**config.mk**
```make
export PLATFORM = sky130hd
export DESIGN_NAME = tcit_timer
export DESIGN_NICKNAME = d
export VERILOG_FILES = /design/src/pkg/tcit_pkg.sv /design/src/design/tcit_clkdiv.sv /design/src/design/tcit_timer.sv
export SDC_FILE = /design/constraint.sdc
export NUM_CORES = 1
export LEC_CHECK = 0
export ABC_AREA = 1
export BUFFER_PORTS_ARGS = -buffer_cell sky130_fd_sc_hd__buf_2
export CORE_MARGIN = 8
export CORE_UTILIZATION = 54
export DETAILED_ROUTE_END_ITERATION = 8
export HOLD_SLACK_MARGIN = 0.12
export PLACE_DENSITY = 0.71
export SLEW_MARGIN = 10
export SYNTH_ARGS = -nofsm -noshare
export SYNTH_HDL_FRONTEND = slang
export SYNTH_SLANG_ARGS = --single-unit
```
**constraint.sdc**
```tcl
create_clock -name clk -period 3.1 [get_ports clk]
set_input_delay 0.155 -clock clk [delete_from_list [all_inputs] [get_ports clk]]
set_output_delay 0.155 -clock clk [all_outputs]
set_load 0.005 [all_outputs]
```
**src/pkg/tcit_pkg.sv**
```systemverilog
// Purpose: Shared constants and arithmetic for the two-channel interval timer.
// Assumes: Byte-wide processor I/O ports, one 40 MHz system clock.
// Notes:   Channel 0 is the general channel, channel 1 the tone channel.
//
// Behaviour
// (RL1) Two channels: general interrupt, speaker tone
// (RL2) General channel refuses one-shot and hardware strobe
// (RL3) Count clock is processor clock over four
// (RL4) Processor clock is oscillator over three, 33% high
// (RL5) Software writes control word before count bytes
// (RL6) Channels count down once per count clock; square mode steps down by two per count clock
// (RL7) Count ports 40h and 42h, control 43h
// (RL8) Single-byte count load zeroes the other byte
// (RL9) Latch captures count, counting carries on undisturbed
// (RL10) Select bits: 00 general, 10 tone, x1 suspend
// (RL11) Access bits: latch, low, high, low-then-high
// (RL12) Mode bits choose six counting modes
// (RL13) Bit 0 picks BCD or binary counting
// (RL14) Misc port 61h bit 0 gates tone channel
// (RL15) Sense port 62h bit 5 shows tone output
// (RL16) Firmware sets general channel to square wave
// (RL17) Rate pulses low at one; square halves
// (RL18) General channel output drives interrupt level 0
`default_nettype none

package tcit_pkg;

    // ------------------------------------------------------------
    // Port addresses
    // ------------------------------------------------------------
    localparam logic [7:0] ADDR_CNT_GEN  = 8'h40;
    localparam logic [7:0] ADDR_CNT_TONE = 8'h42;
    localparam logic [7:0] ADDR_CTRL     = 8'h43;
    localparam logic [7:0] ADDR_MISC     = 8'h61;
    localparam logic [7:0] ADDR_SENSE    = 8'h62;

    // ------------------------------------------------------------
    // Control word layout
    // ------------------------------------------------------------
    localparam int CW_SEL_HI   = 7;
    localparam int CW_SEL_LO   = 6;
    localparam int CW_RW_HI    = 5;
    localparam int CW_RW_LO    = 4;
    localparam int CW_MODE_HI  = 3;
    localparam int CW_MODE_LO  = 1;
    localparam int CW_BCD      = 0;

    localparam logic [1:0] SEL_GEN  = 2'h0;
    localparam logic [1:0] SEL_TONE = 2'h2;

    localparam logic [1:0] RW_LATCH = 2'h0;
    localparam logic [1:0] RW_LSB   = 2'h1;
    localparam logic [1:0] RW_MSB   = 2'h2;
    localparam logic [1:0] RW_BOTH  = 2'h3;

    localparam logic [2:0] MODE_TERM    = 3'h0;
    localparam logic [2:0] MODE_ONESHOT = 3'h1;
    localparam logic [2:0] MODE_RATE    = 3'h2;
    localparam logic [2:0] MODE_SQUARE  = 3'h3;
    localparam logic [2:0] MODE_SWSTB   = 3'h4;
    localparam logic [2:0] MODE_HWSTB   = 3'h5;

    // ------------------------------------------------------------
    // Misc and sense ports, reset values, dividers
    // ------------------------------------------------------------
    localparam int         MISC_GATE_BIT   = 0;
    localparam logic [7:0] SENSE_OUT_MASK  = 8'h20;
    localparam logic [7:0] MISC_RESET      = 8'h00;
    localparam logic [7:0] CTRL_RESET      = 8'h00;
    localparam logic [2:0] MODE_RESET      = 3'h0;
    localparam logic [1:0] RW_RESET        = 2'h3;
    localparam logic       OUT_RESET       = 1'b0;
    localparam logic [1:0] OSC_DIV_LAST    = 2'h2;
    localparam logic [1:0] CNT_DIV_LAST    = 2'h3;

    // One step down in binary or four-digit BCD; zero wraps to the top
    function automatic logic [15:0] tcit_dec(input logic [15:0] v, input logic bcd);
        logic [15:0] r;
        logic        borrow;
        r      = v;
        borrow = 1'b1;
        if (!bcd) begin
            r = v - 16'h0001;
        end else begin
            for (int d = 0; d < 4; d++) begin
                if (borrow) begin
                    if (r[4*d +: 4] == 4'h0) begin
                        r[4*d +: 4] = 4'h9;
                    end else begin
                        r[4*d +: 4] = r[4*d +: 4] - 4'h1;
                        borrow      = 1'b0;
                    end
                end
            end
        end
        return r;
    endfunction : tcit_dec

endpackage : tcit_pkg

`default_nettype wire

```
**src/design/tcit_clkdiv.sv**
```systemverilog
// Purpose: Derive the processor clock and the channel count strobe.
// Assumes: osc_tick pulses once per oscillator period, synchronous to clk.
// Notes:   Both outputs are registered; cnt_tick is a one-cycle strobe.
`default_nettype none

module tcit_clkdiv import tcit_pkg::*; (
    // Clock and reset
    input  wire logic clk,
    input  wire logic rst_n,
    // Oscillator strobe
    input  wire logic osc_tick,
    // Derived timing
    output logic      proc_clk,
    output logic      cnt_tick
);

    logic [1:0] osc_ph;
    logic [1:0] proc_ph;
    logic       proc_rise;

    // Processor period ends on the third oscillator strobe
    assign proc_rise = osc_tick && (osc_ph == OSC_DIV_LAST);

    // --------------------------------------------------------------
    // Divide by three, high for one third
    // --------------------------------------------------------------
    always_ff @(posedge clk or negedge rst_n) begin
        if (!rst_n) begin
            osc_ph   <= 2'h0;
            proc_clk <= 1'b0;
        end else if (osc_tick) begin
            osc_ph   <= proc_rise ? 2'h0 : osc_ph + 2'h1;
            proc_clk <= proc_rise; // RL4
        end
    end

    // --------------------------------------------------------------
    // Divide processor clock by four
    // --------------------------------------------------------------
    always_ff @(posedge clk or negedge rst_n) begin
        if (!rst_n) begin
            proc_ph  <= 2'h0;
            cnt_tick <= 1'b0;
        end else begin
            cnt_tick <= proc_rise && (proc_ph == CNT_DIV_LAST); // RL3
            if (proc_rise) begin
                proc_ph <= proc_ph + 2'h1;
            end
        end
    end
endmodule : tcit_clkdiv

`default_nettype wire

```
**src/design/tcit_timer.sv**
```systemverilog
// Purpose: Two-channel interval timer behind byte-wide processor I/O ports.
// Assumes: I/O strobes last one clock; reads and writes never coincide.
// Notes:   Channel 0 feeds interrupt level 0, channel 1 feeds the speaker.
`default_nettype none

module tcit_timer import tcit_pkg::*; (
    // Clock and reset
    input  wire logic       clk,
    input  wire logic       rst_n,
    // Oscillator strobe
    input  wire logic       osc_tick,
    // Processor I/O cycle
    input  wire logic [7:0] io_addr,
    input  wire logic       io_wr,
    input  wire logic       io_rd,
    input  wire logic [7:0] io_wdata,
    output logic      [7:0] io_rdata,
    // Channel outputs
    output logic            irq0,
    output logic            tone_out,
    // System side signals
    output logic            proc_clk,
    output logic            suspend_req
);

    // ------------------------------------------------------------
    // Declarations
    // ------------------------------------------------------------
    logic        cnt_tick;
    logic        cw_wr;
    logic        cw_susp;
    logic        cw_gen_ok;
    logic [1:0]  cw_sel;
    logic [1:0]  cw_rw;
    logic [2:0]  cw_field;
    logic [2:0]  cw_mode;
    logic [7:0]  misc_ctrl;
    logic [7:0]  ctrl_last;
    logic [7:0]  sense_val;
    logic [7:0]  next_rdata;

    logic        cw_hit    [2];
    logic        cfg_hit   [2];
    logic        latch_hit [2];
    logic        cnt_wr    [2];
    logic        cnt_rd    [2];
    logic        gate      [2];
    logic [7:0]  rd_byte   [2];

    logic [15:0] cnt     [2];
    logic [15:0] init    [2];
    logic [15:0] lat     [2];
    logic [2:0]  mode    [2];
    logic [1:0]  rw      [2];
    logic        bcd     [2];
    logic        out     [2];
    logic        pend    [2];
    logic        armed   [2];
    logic        run     [2];
    logic        trig    [2];
    logic        wflip   [2];
    logic        rflip   [2];
    logic        latched [2];
    logic        gate_q  [2];

    // ------------------------------------------------------------
    // Clock derivation
    // ------------------------------------------------------------
    tcit_clkdiv u_div (
        .clk      (clk),
        .rst_n    (rst_n),
        .osc_tick (osc_tick),
        .proc_clk (proc_clk),
        .cnt_tick (cnt_tick)
    );

    // ------------------------------------------------------------
    // Control word decode
    // ------------------------------------------------------------
    // Mode field x10/x11 folded onto the two canonical codes
    assign cw_wr     = io_wr && (io_addr == ADDR_CTRL);
    assign cw_sel    = io_wdata[CW_SEL_HI:CW_SEL_LO];
    assign cw_rw     = io_wdata[CW_RW_HI:CW_RW_LO];
    assign cw_field  = io_wdata[CW_MODE_HI:CW_MODE_LO];
    assign cw_mode   = cw_field[1] ? {1'b0, cw_field[1:0]} : cw_field; // RL12
    assign cw_susp   = cw_wr && io_wdata[CW_SEL_LO]; // RL10
    assign cw_gen_ok = (cw_mode != MODE_ONESHOT) && (cw_mode != MODE_HWSTB); // RL2

    // Unsupported general modes are dropped whole, so the old setup keeps running
    assign cw_hit[0] = cw_wr && (cw_sel == SEL_GEN) && (cw_rw == RW_LATCH || cw_gen_ok); // RL10
    assign cw_hit[1] = cw_wr && (cw_sel == SEL_TONE); // RL10

    // Count port strobes and gates
    assign cnt_wr[0] = io_wr && (io_addr == ADDR_CNT_GEN); // RL7
    assign cnt_wr[1] = io_wr && (io_addr == ADDR_CNT_TONE); // RL7
    assign cnt_rd[0] = io_rd && (io_addr == ADDR_CNT_GEN);
    assign cnt_rd[1] = io_rd && (io_addr == ADDR_CNT_TONE);
    assign gate[0]   = 1'b1;
    assign gate[1]   = misc_ctrl[MISC_GATE_BIT]; // RL14

    // ------------------------------------------------------------
    // Counter channels
    // ------------------------------------------------------------
    for (genvar i = 0; i < 2; i++) begin : g_ch
        logic [15:0] dec1;
        logic [15:0] dec2;
        logic [15:0] src;
        logic        trig_mode;
        logic        strobe_mode;
        logic        free_mode;
        logic        gate_ok;
        logic        load_req;
        logic        read_done;

        // Step values and mode classes
        assign dec1        = tcit_dec(cnt[i], bcd[i]); // RL13
        assign dec2        = tcit_dec(dec1, bcd[i]);
        assign trig_mode   = (mode[i] == MODE_ONESHOT) || (mode[i] == MODE_HWSTB);
        assign strobe_mode = (mode[i] == MODE_SWSTB) || (mode[i] == MODE_HWSTB);
        assign free_mode   = (mode[i] == MODE_RATE) || (mode[i] == MODE_SQUARE);
        assign gate_ok     = gate[i] || trig_mode;
        assign cfg_hit[i]  = cw_hit[i] && (cw_rw != RW_LATCH);
        assign latch_hit[i] = cw_hit[i] && (cw_rw == RW_LATCH); // RL11
        assign load_req    = cnt_wr[i] && (rw[i] != RW_BOTH || wflip[i]);

        // Read path: latched snapshot wins over the live count
        assign src        = latched[i] ? lat[i] : cnt[i]; // RL9
        assign rd_byte[i] = (rw[i] == RW_MSB || (rw[i] == RW_BOTH && rflip[i])) ?
                            src[15:8] : src[7:0]; // RL11
        assign read_done  = (rw[i] != RW_BOTH) || rflip[i];

        // Setup, count load bytes, latch and read sequencing
        always_ff @(posedge clk or negedge rst_n) begin
            if (!rst_n) begin
                mode[i]    <= MODE_RESET;
                rw[i]      <= RW_RESET;
                bcd[i]     <= 1'b0;
                init[i]    <= 16'h0000;
                lat[i]     <= 16'h0000;
                armed[i]   <= 1'b0;
                wflip[i]   <= 1'b0;
                rflip[i]   <= 1'b0;
                latched[i] <= 1'b0;
            end else if (cfg_hit[i]) begin
                mode[i]    <= cw_mode; // RL12
                rw[i]      <= cw_rw; // RL11
                bcd[i]     <= io_wdata[CW_BCD]; // RL13
                armed[i]   <= 1'b0; // RL5
                wflip[i]   <= 1'b0;
                rflip[i]   <= 1'b0;
                latched[i] <= 1'b0;
            end else if (latch_hit[i] && !latched[i]) begin
                lat[i]     <= cnt[i]; // RL9
                latched[i] <= 1'b1;
            end else if (cnt_wr[i]) begin
                unique case (rw[i])
                    RW_LSB: begin
                        init[i]  <= {8'h00, io_wdata}; // RL8
                        armed[i] <= 1'b1;
                    end
                    RW_MSB: begin
                        init[i]  <= {io_wdata, 8'h00}; // RL8
                        armed[i] <= 1'b1;
                    end
                    default: begin
                        if (wflip[i]) begin
                            init[i][15:8] <= io_wdata;
                            armed[i]      <= 1'b1;
                        end else begin
                            init[i][7:0]  <= io_wdata;
                        end
                        wflip[i] <= !wflip[i];
                    end
                endcase
            end else if (cnt_rd[i]) begin
                rflip[i] <= (rw[i] == RW_BOTH) ? !rflip[i] : 1'b0;
                if (read_done) begin
                    latched[i] <= 1'b0;
                end
            end
        end

        // Gate history for triggered modes
        always_ff @(posedge clk or negedge rst_n) begin
            if (!rst_n) begin
                gate_q[i] <= 1'b0;
            end else begin
                gate_q[i] <= gate[i];
            end
        end

        // Counting engine; latch and reads never touch it
        always_ff @(posedge clk or negedge rst_n) begin
            if (!rst_n) begin
                cnt[i]  <= 16'h0000;
                out[i]  <= OUT_RESET;
                pend[i] <= 1'b0;
                run[i]  <= 1'b0;
                trig[i] <= 1'b0;
            end else if (cfg_hit[i]) begin
                out[i]  <= (cw_mode != MODE_TERM);
                pend[i] <= 1'b0;
                run[i]  <= 1'b0;
                trig[i] <= 1'b0;
            end else if (load_req) begin
                // Triggered modes wait for a gate edge instead
                pend[i] <= !trig_mode;
                if (mode[i] == MODE_TERM) begin
                    out[i] <= 1'b0;
                end
            end else begin
                if (trig_mode && gate[i] && !gate_q[i]) begin
                    trig[i] <= 1'b1;
                end
                if (cnt_tick) begin
                    if (trig_mode && trig[i] && armed[i]) begin
                        cnt[i]  <= init[i];
                        run[i]  <= 1'b1;
                        trig[i] <= gate[i] && !gate_q[i]; // Fresh edge survives
                        out[i]  <= (mode[i] != MODE_ONESHOT);
                    end else if (pend[i]) begin
                        if (gate_ok) begin
                            cnt[i]  <= init[i];
                            pend[i] <= 1'b0;
                            run[i]  <= 1'b1;
                        end
                    end else if (run[i] && gate_ok) begin
                        unique case (mode[i])
                            MODE_TERM: begin
                                cnt[i] <= dec1; // RL6
                                if (cnt[i] == 16'h0001) begin
                                    out[i] <= 1'b1;
                                end
                            end
                            MODE_RATE: begin
                                out[i] <= (cnt[i] != 16'h0002); // RL17
                                cnt[i] <= (cnt[i] == 16'h0001) ? init[i] : dec1; // RL17
                            end
                            MODE_SQUARE: begin
                                // Odd counts pass through one before reload
                                if (cnt[i] == 16'h0002 || cnt[i] == 16'h0001) begin
                                    cnt[i] <= init[i]; // RL17
                                    out[i] <= !out[i]; // RL17
                                end else begin
                                    cnt[i] <= dec2;
                                end
                            end
                            MODE_ONESHOT, MODE_SWSTB, MODE_HWSTB: begin
                                cnt[i] <= dec1; // RL6
                                if (cnt[i] == 16'h0001) begin
                                    run[i] <= 1'b0;
                                    out[i] <= (mode[i] == MODE_ONESHOT);
                                end
                            end
                            default: begin
                                cnt[i] <= cnt[i];
                            end
                        endcase
                    end else if (!gate_ok && free_mode) begin
                        out[i] <= 1'b1; // RL14
                    end else if (!run[i] && strobe_mode) begin
                        out[i] <= 1'b1;
                    end
                end
            end
        end
    end

    // ------------------------------------------------------------
    // Read mux and host registers
    // ------------------------------------------------------------
    // Unmapped addresses read as zero
    assign sense_val  = {8{out[1]}} & SENSE_OUT_MASK; // RL15
    assign next_rdata = (io_addr == ADDR_CNT_GEN)  ? rd_byte[0] :
                        (io_addr == ADDR_CNT_TONE) ? rd_byte[1] :
                        (io_addr == ADDR_CTRL)     ? ctrl_last  :
                        (io_addr == ADDR_MISC)     ? misc_ctrl  :
                        (io_addr == ADDR_SENSE)    ? sense_val  : 8'h00;

    // Misc, control readback, read data and side outputs
    always_ff @(posedge clk or negedge rst_n) begin
        if (!rst_n) begin
            misc_ctrl   <= MISC_RESET;
            ctrl_last   <= CTRL_RESET;
            io_rdata    <= 8'h00;
            irq0        <= OUT_RESET;
            tone_out    <= OUT_RESET;
            suspend_req <= 1'b0;
        end else begin
            if (io_wr && io_addr == ADDR_MISC) begin
                misc_ctrl <= io_wdata; // RL14
            end
            if (cw_wr) begin
                ctrl_last <= io_wdata;
            end
            if (io_rd) begin
                io_rdata <= next_rdata;
            end
            irq0        <= out[0]; // RL18
            tone_out    <= out[1]; // RL1
            suspend_req <= cw_susp; // RL10
        end
    end
endmodule : tcit_timer

`default_nettype wire

```
==> impl_results.md <==
- Residual DRC count: 0
- Slowest stage cell on the critical path: sky130_fd_sc_hd__a221oi_1
- Worst skew pair latency: 0.44 ns
- DRT iter0 DRCs: 1322
- Worst slew margin: 37.70%
- Core region area: 20760 um^2
- Worst setup slack after layout: 0.1845 ns
- Family of cells with the greatest summed delay on the critical path: simple AND/OR/NAND/NOR gates
- Final setup violation count: 0
- Nets in the synthesized netlist: 1708
- Required time reported for the critical path endpoint: 3.44 ns
- Category of the most critical setup path: reg2reg
- Maximum number of buffers from clock root to sink: 2
- Synth Cell Area: 11280 um^2
- Count of input and output buffers: 32
- Arrival time at the worst endpoint: 3.25 ns
- Count of yosys warnings during synthesis: 0
- Clk pwr share: 25.1%
- Overall track demand over capacity in global routing: 26.94%
- Cell type with the largest total area after synthesis: sky130_fd_sc_hd__dfrtp_1
- Mean Syn Cell Area: 6.754 um^2
- Post-CTS Setup Inserts: 0
- Most frequent cells in the layout: 474 x sky130_fd_sc_hd__nand2_1, 235 x sky130_fd_sc_hd__o21ai_0, 184 x sky130_fd_sc_hd__inv_1
- Starting density of the core: 54.34%
- CP peak stage delay: 0.49 ns
- Fin Setup TNS: 0 ns
- Met1 Use GR: 40.96%
- ANT cells: 0
- Max-Cap Viols: 0
- P_sw: 0.003889 W
- Final cell count without fillers: 2005
- First-pass GRT wire length: 56.26 mm
- Internal power component: 0.004856 W
- Worst Tran Pin Value: 0.9311 ns
- Crit-path cells: inv_1 -> nand2_1 -> nor2_1 -> nand4_1 -> nor3_1 -> inv_1 -> a21oi_2 -> buf_4 -> o21ai_0 -> a221oi_1 -> nand2_1 -> nand2_1 -> nand2_1
- Area grow syn2layout: 11.49%
- Library cell appearing most often on the critical path: sky130_fd_sc_hd__nand2_1
- Clock period minus worst slack: 2.915 ns
- First-pass iteration count of the detailed router: 5
- Number of top-level pins: 33
- CTS tree: yes
- Die span in y: 160.5 um
- Post-layout net count: 1755
- Largest net degree at the start of global routing: 64
- Bufs and invs on worst path: 3
- Share of the clock period used by the worst path: 94.05%
- Final core utilization: 60.59%
- Final Max Tran Viols: 0
- Number of routed nets with antenna violations: 0
- Inserted Clock Buffers: 17
- Sink Count: 159
- GRT overflow: 0
- Final setup skew: 0.01587 ns
- Leakage power total: 5.932 nW
- Count of state elements after synthesis: 159
- Clock-pin transition on the worst setup and hold timing paths: 0.08 ns
- Clock root buffer: sky130_fd_sc_hd__clkbuf_16
- Final-report hold violation count: 0
- Sw Share: 44.47%
- Class of the tightest hold or removal check: in2reg
- Critical path endpoint category: flop
- Pwr dens: 695.3 nW/um^2
- Post-synth top flop: sky130_fd_sc_hd__dfrtp_1
- Portion of total power attributed to combinational logic: 44.2%
- Vias per std cell: 5.775
- Gate count of the mapped netlist: 1670
- Top cells by area in the synthesized netlist: sky130_fd_sc_hd__dfrtp_1 34%, sky130_fd_sc_hd__nand2_1 16%, sky130_fd_sc_hd__o21ai_0 10%
- Number of cell rows: 53
- Worst voltage drop across the vdd grid: 0.0003799 V
- Fraction of layout instances using a drive strength above 1: 12.31%
- Maximum net fanout on the critical path: 15
- Routed wire length: 34.51 mm
- DP Area: 11870 um^2
- Total Die Area: 25770 um^2
- Via Count: 11580
- Post-layout instance area: 12580 um^2
- Post-DP HPWL: 26.24 mm
- Most frequent standard cell in the layout excluding fill and tap cells: sky130_fd_sc_hd__nand2_1
- Nature of the critical path startpoint: flop
- Final estimated routing congestion in global placement: 0.9599
- Sequential share of power: 30.7%
- Number of antenna violations at the first check in global routing: 0
- Ys async rst share: 100.0%
- Fraction of post-synthesis cell area in the top cell type by area: 34.39%
- Htree depth: 4
- Post-synthesis sequential area ratio: 35.32%
- Met2 demand-to-capacity share in global routing: 37.13%
- Worst-case setup slack after placement: 0.2640 ns
- Die extent in x: 160.5 um
- Met3 capacity usage during global routing: 6.783%
- Placed cell count: 1963
- RSZ-0062 raised after global routing: no
- Mean routed wirelength per cell: 17.21 um
- Vias in the first global route: 10500
- Number of distinct standard cells referenced by the synthesized netlist: 58
- Achievable frequency: 343.0 MHz
- GRT Max-Usage Layer: met1
- Status: completed
- Number of flops mapped to enable cells by yosys: 0
==> through the flow <==
| stage | power, W | hold slack, ns |
|---|---|---|
| after CTS | 0.008689 | 0.1269 |
| final | 0.008744 | 0.1434 |
| after floorplan | 0.005455 | -0.1406 |
| after detailed placement | 0.006467 | 0.1749 |
| after global placement | 0.006427 | 0.1753 |
| after global routing | 0.009353 | 0.1589 |
==> layer usage <==
metal  routed length [um]  part of all wire [%]
met5                    0                     0
met4                  458                   1.3
met3                 3568                    10
met2                14200                    41
met1                16290                    47
==> registers in the layout (all words and copies together), names as in the netlist, 4 cells and up <==
| register | cells |
|---|---|
| lat | 32 |
| ctrl_last | 8 |
| cnt | 32 |
| init | 32 |
| mode | 6 |
| misc_ctrl | 8 |
| io_rdata | 8 |
| rw | 4 |
==> worst min-delay path: cells and delay by family <==
family                 cells  cell delay, ns
AOI/OAI and AO/OA          2            0.24
buffers and inverters      1            0.13
==> power by group through the flow <==
stage	Combinational, W	Sequential [W]	Clock [W]
after floorplan	0.00283	0.00262	0
after global placement	0.00372	0.00270	0
after detailed placement	0.00376	0.00271	0
after CTS	0.00380	0.00267	0.00222
after global routing	0.00434	0.00272	0.00230
final	0.00387	0.00268	0.00219
==> cell type report <==
class / count / area [um^2]
Inverter: 209 / 784.5
Sequential cell: 159 / 3984
Clock buffer: 18 / 429.2
Fill cell: 1977 / 8180
Tap cell: 275 / 344.1
Timing Repair Buffer: 82 / 579.3
Clock inverter: 14 / 166.4
Multi-Input combinational cell: 1248 / 6289
==> what timing repair did <==
item,CTS,global route
hold buffers,10,0
endpoints found under the setup margin,0,9
resized for setup,0,4
endpoints found under the hold margin,90,0
==> cell families (layout without fill, tap and decap cells) <==
logic type	count (synthesis)	after routing	synth area share, %
other cells	1	1	0.03325
flops	159	159	35.32
buf+inv	263	323	8.996
mux	2	2	0.1886
xor+xnor	19	19	1.875
fa+ha+maj	17	17	1.886
compound gates	422	422	21.32
simple gates	787	787	30.38
==> path summary, 6_finish.rpt <==
path / startpoint / to / slack, ns / depth (start not counted)
worst max register to register: cnt[9]$_DFFE_PN0P_ / cnt[13]$_DFFE_PN0P_ / 0.18 / 13
max in group asynchronous: rst_n / lat[29]$_DFFE_PN0P_ / 2.03 / 3
worst min register to register: out[1]$_DFFE_PN0P_ / irq0$_DFF_PN0_ / 0.42 / 0
worst min-delay path: io_wr / pend[1]$_DFFE_PN0P_ / 0.14 / 3
min in group asynchronous: rst_n / cnt[13]$_DFFE_PN0P_ / 0.26 / 2
worst max-delay path: cnt[9]$_DFFE_PN0P_ / cnt[13]$_DFFE_PN0P_ / 0.18 / 13
==> Yosys cell counts, drive strengths merged, types with 3 or more instances <==
library cell,n
a21oi,68
a221oi,8
a22oi,3
buf,18
clkbuf,36
clkinv,3
dfrtp,155
dfstp,4
ha,17
inv,206
nand2,494
nand3,108
nand4,19
nor2,136
nor3,16
nor4,4
o2111ai,8
o211ai,30
o21ai,263
o221ai,9
o22ai,9
o31ai,11
or2,8
xnor2,5
xor2,14
Power figures use the tool's default switching activity.
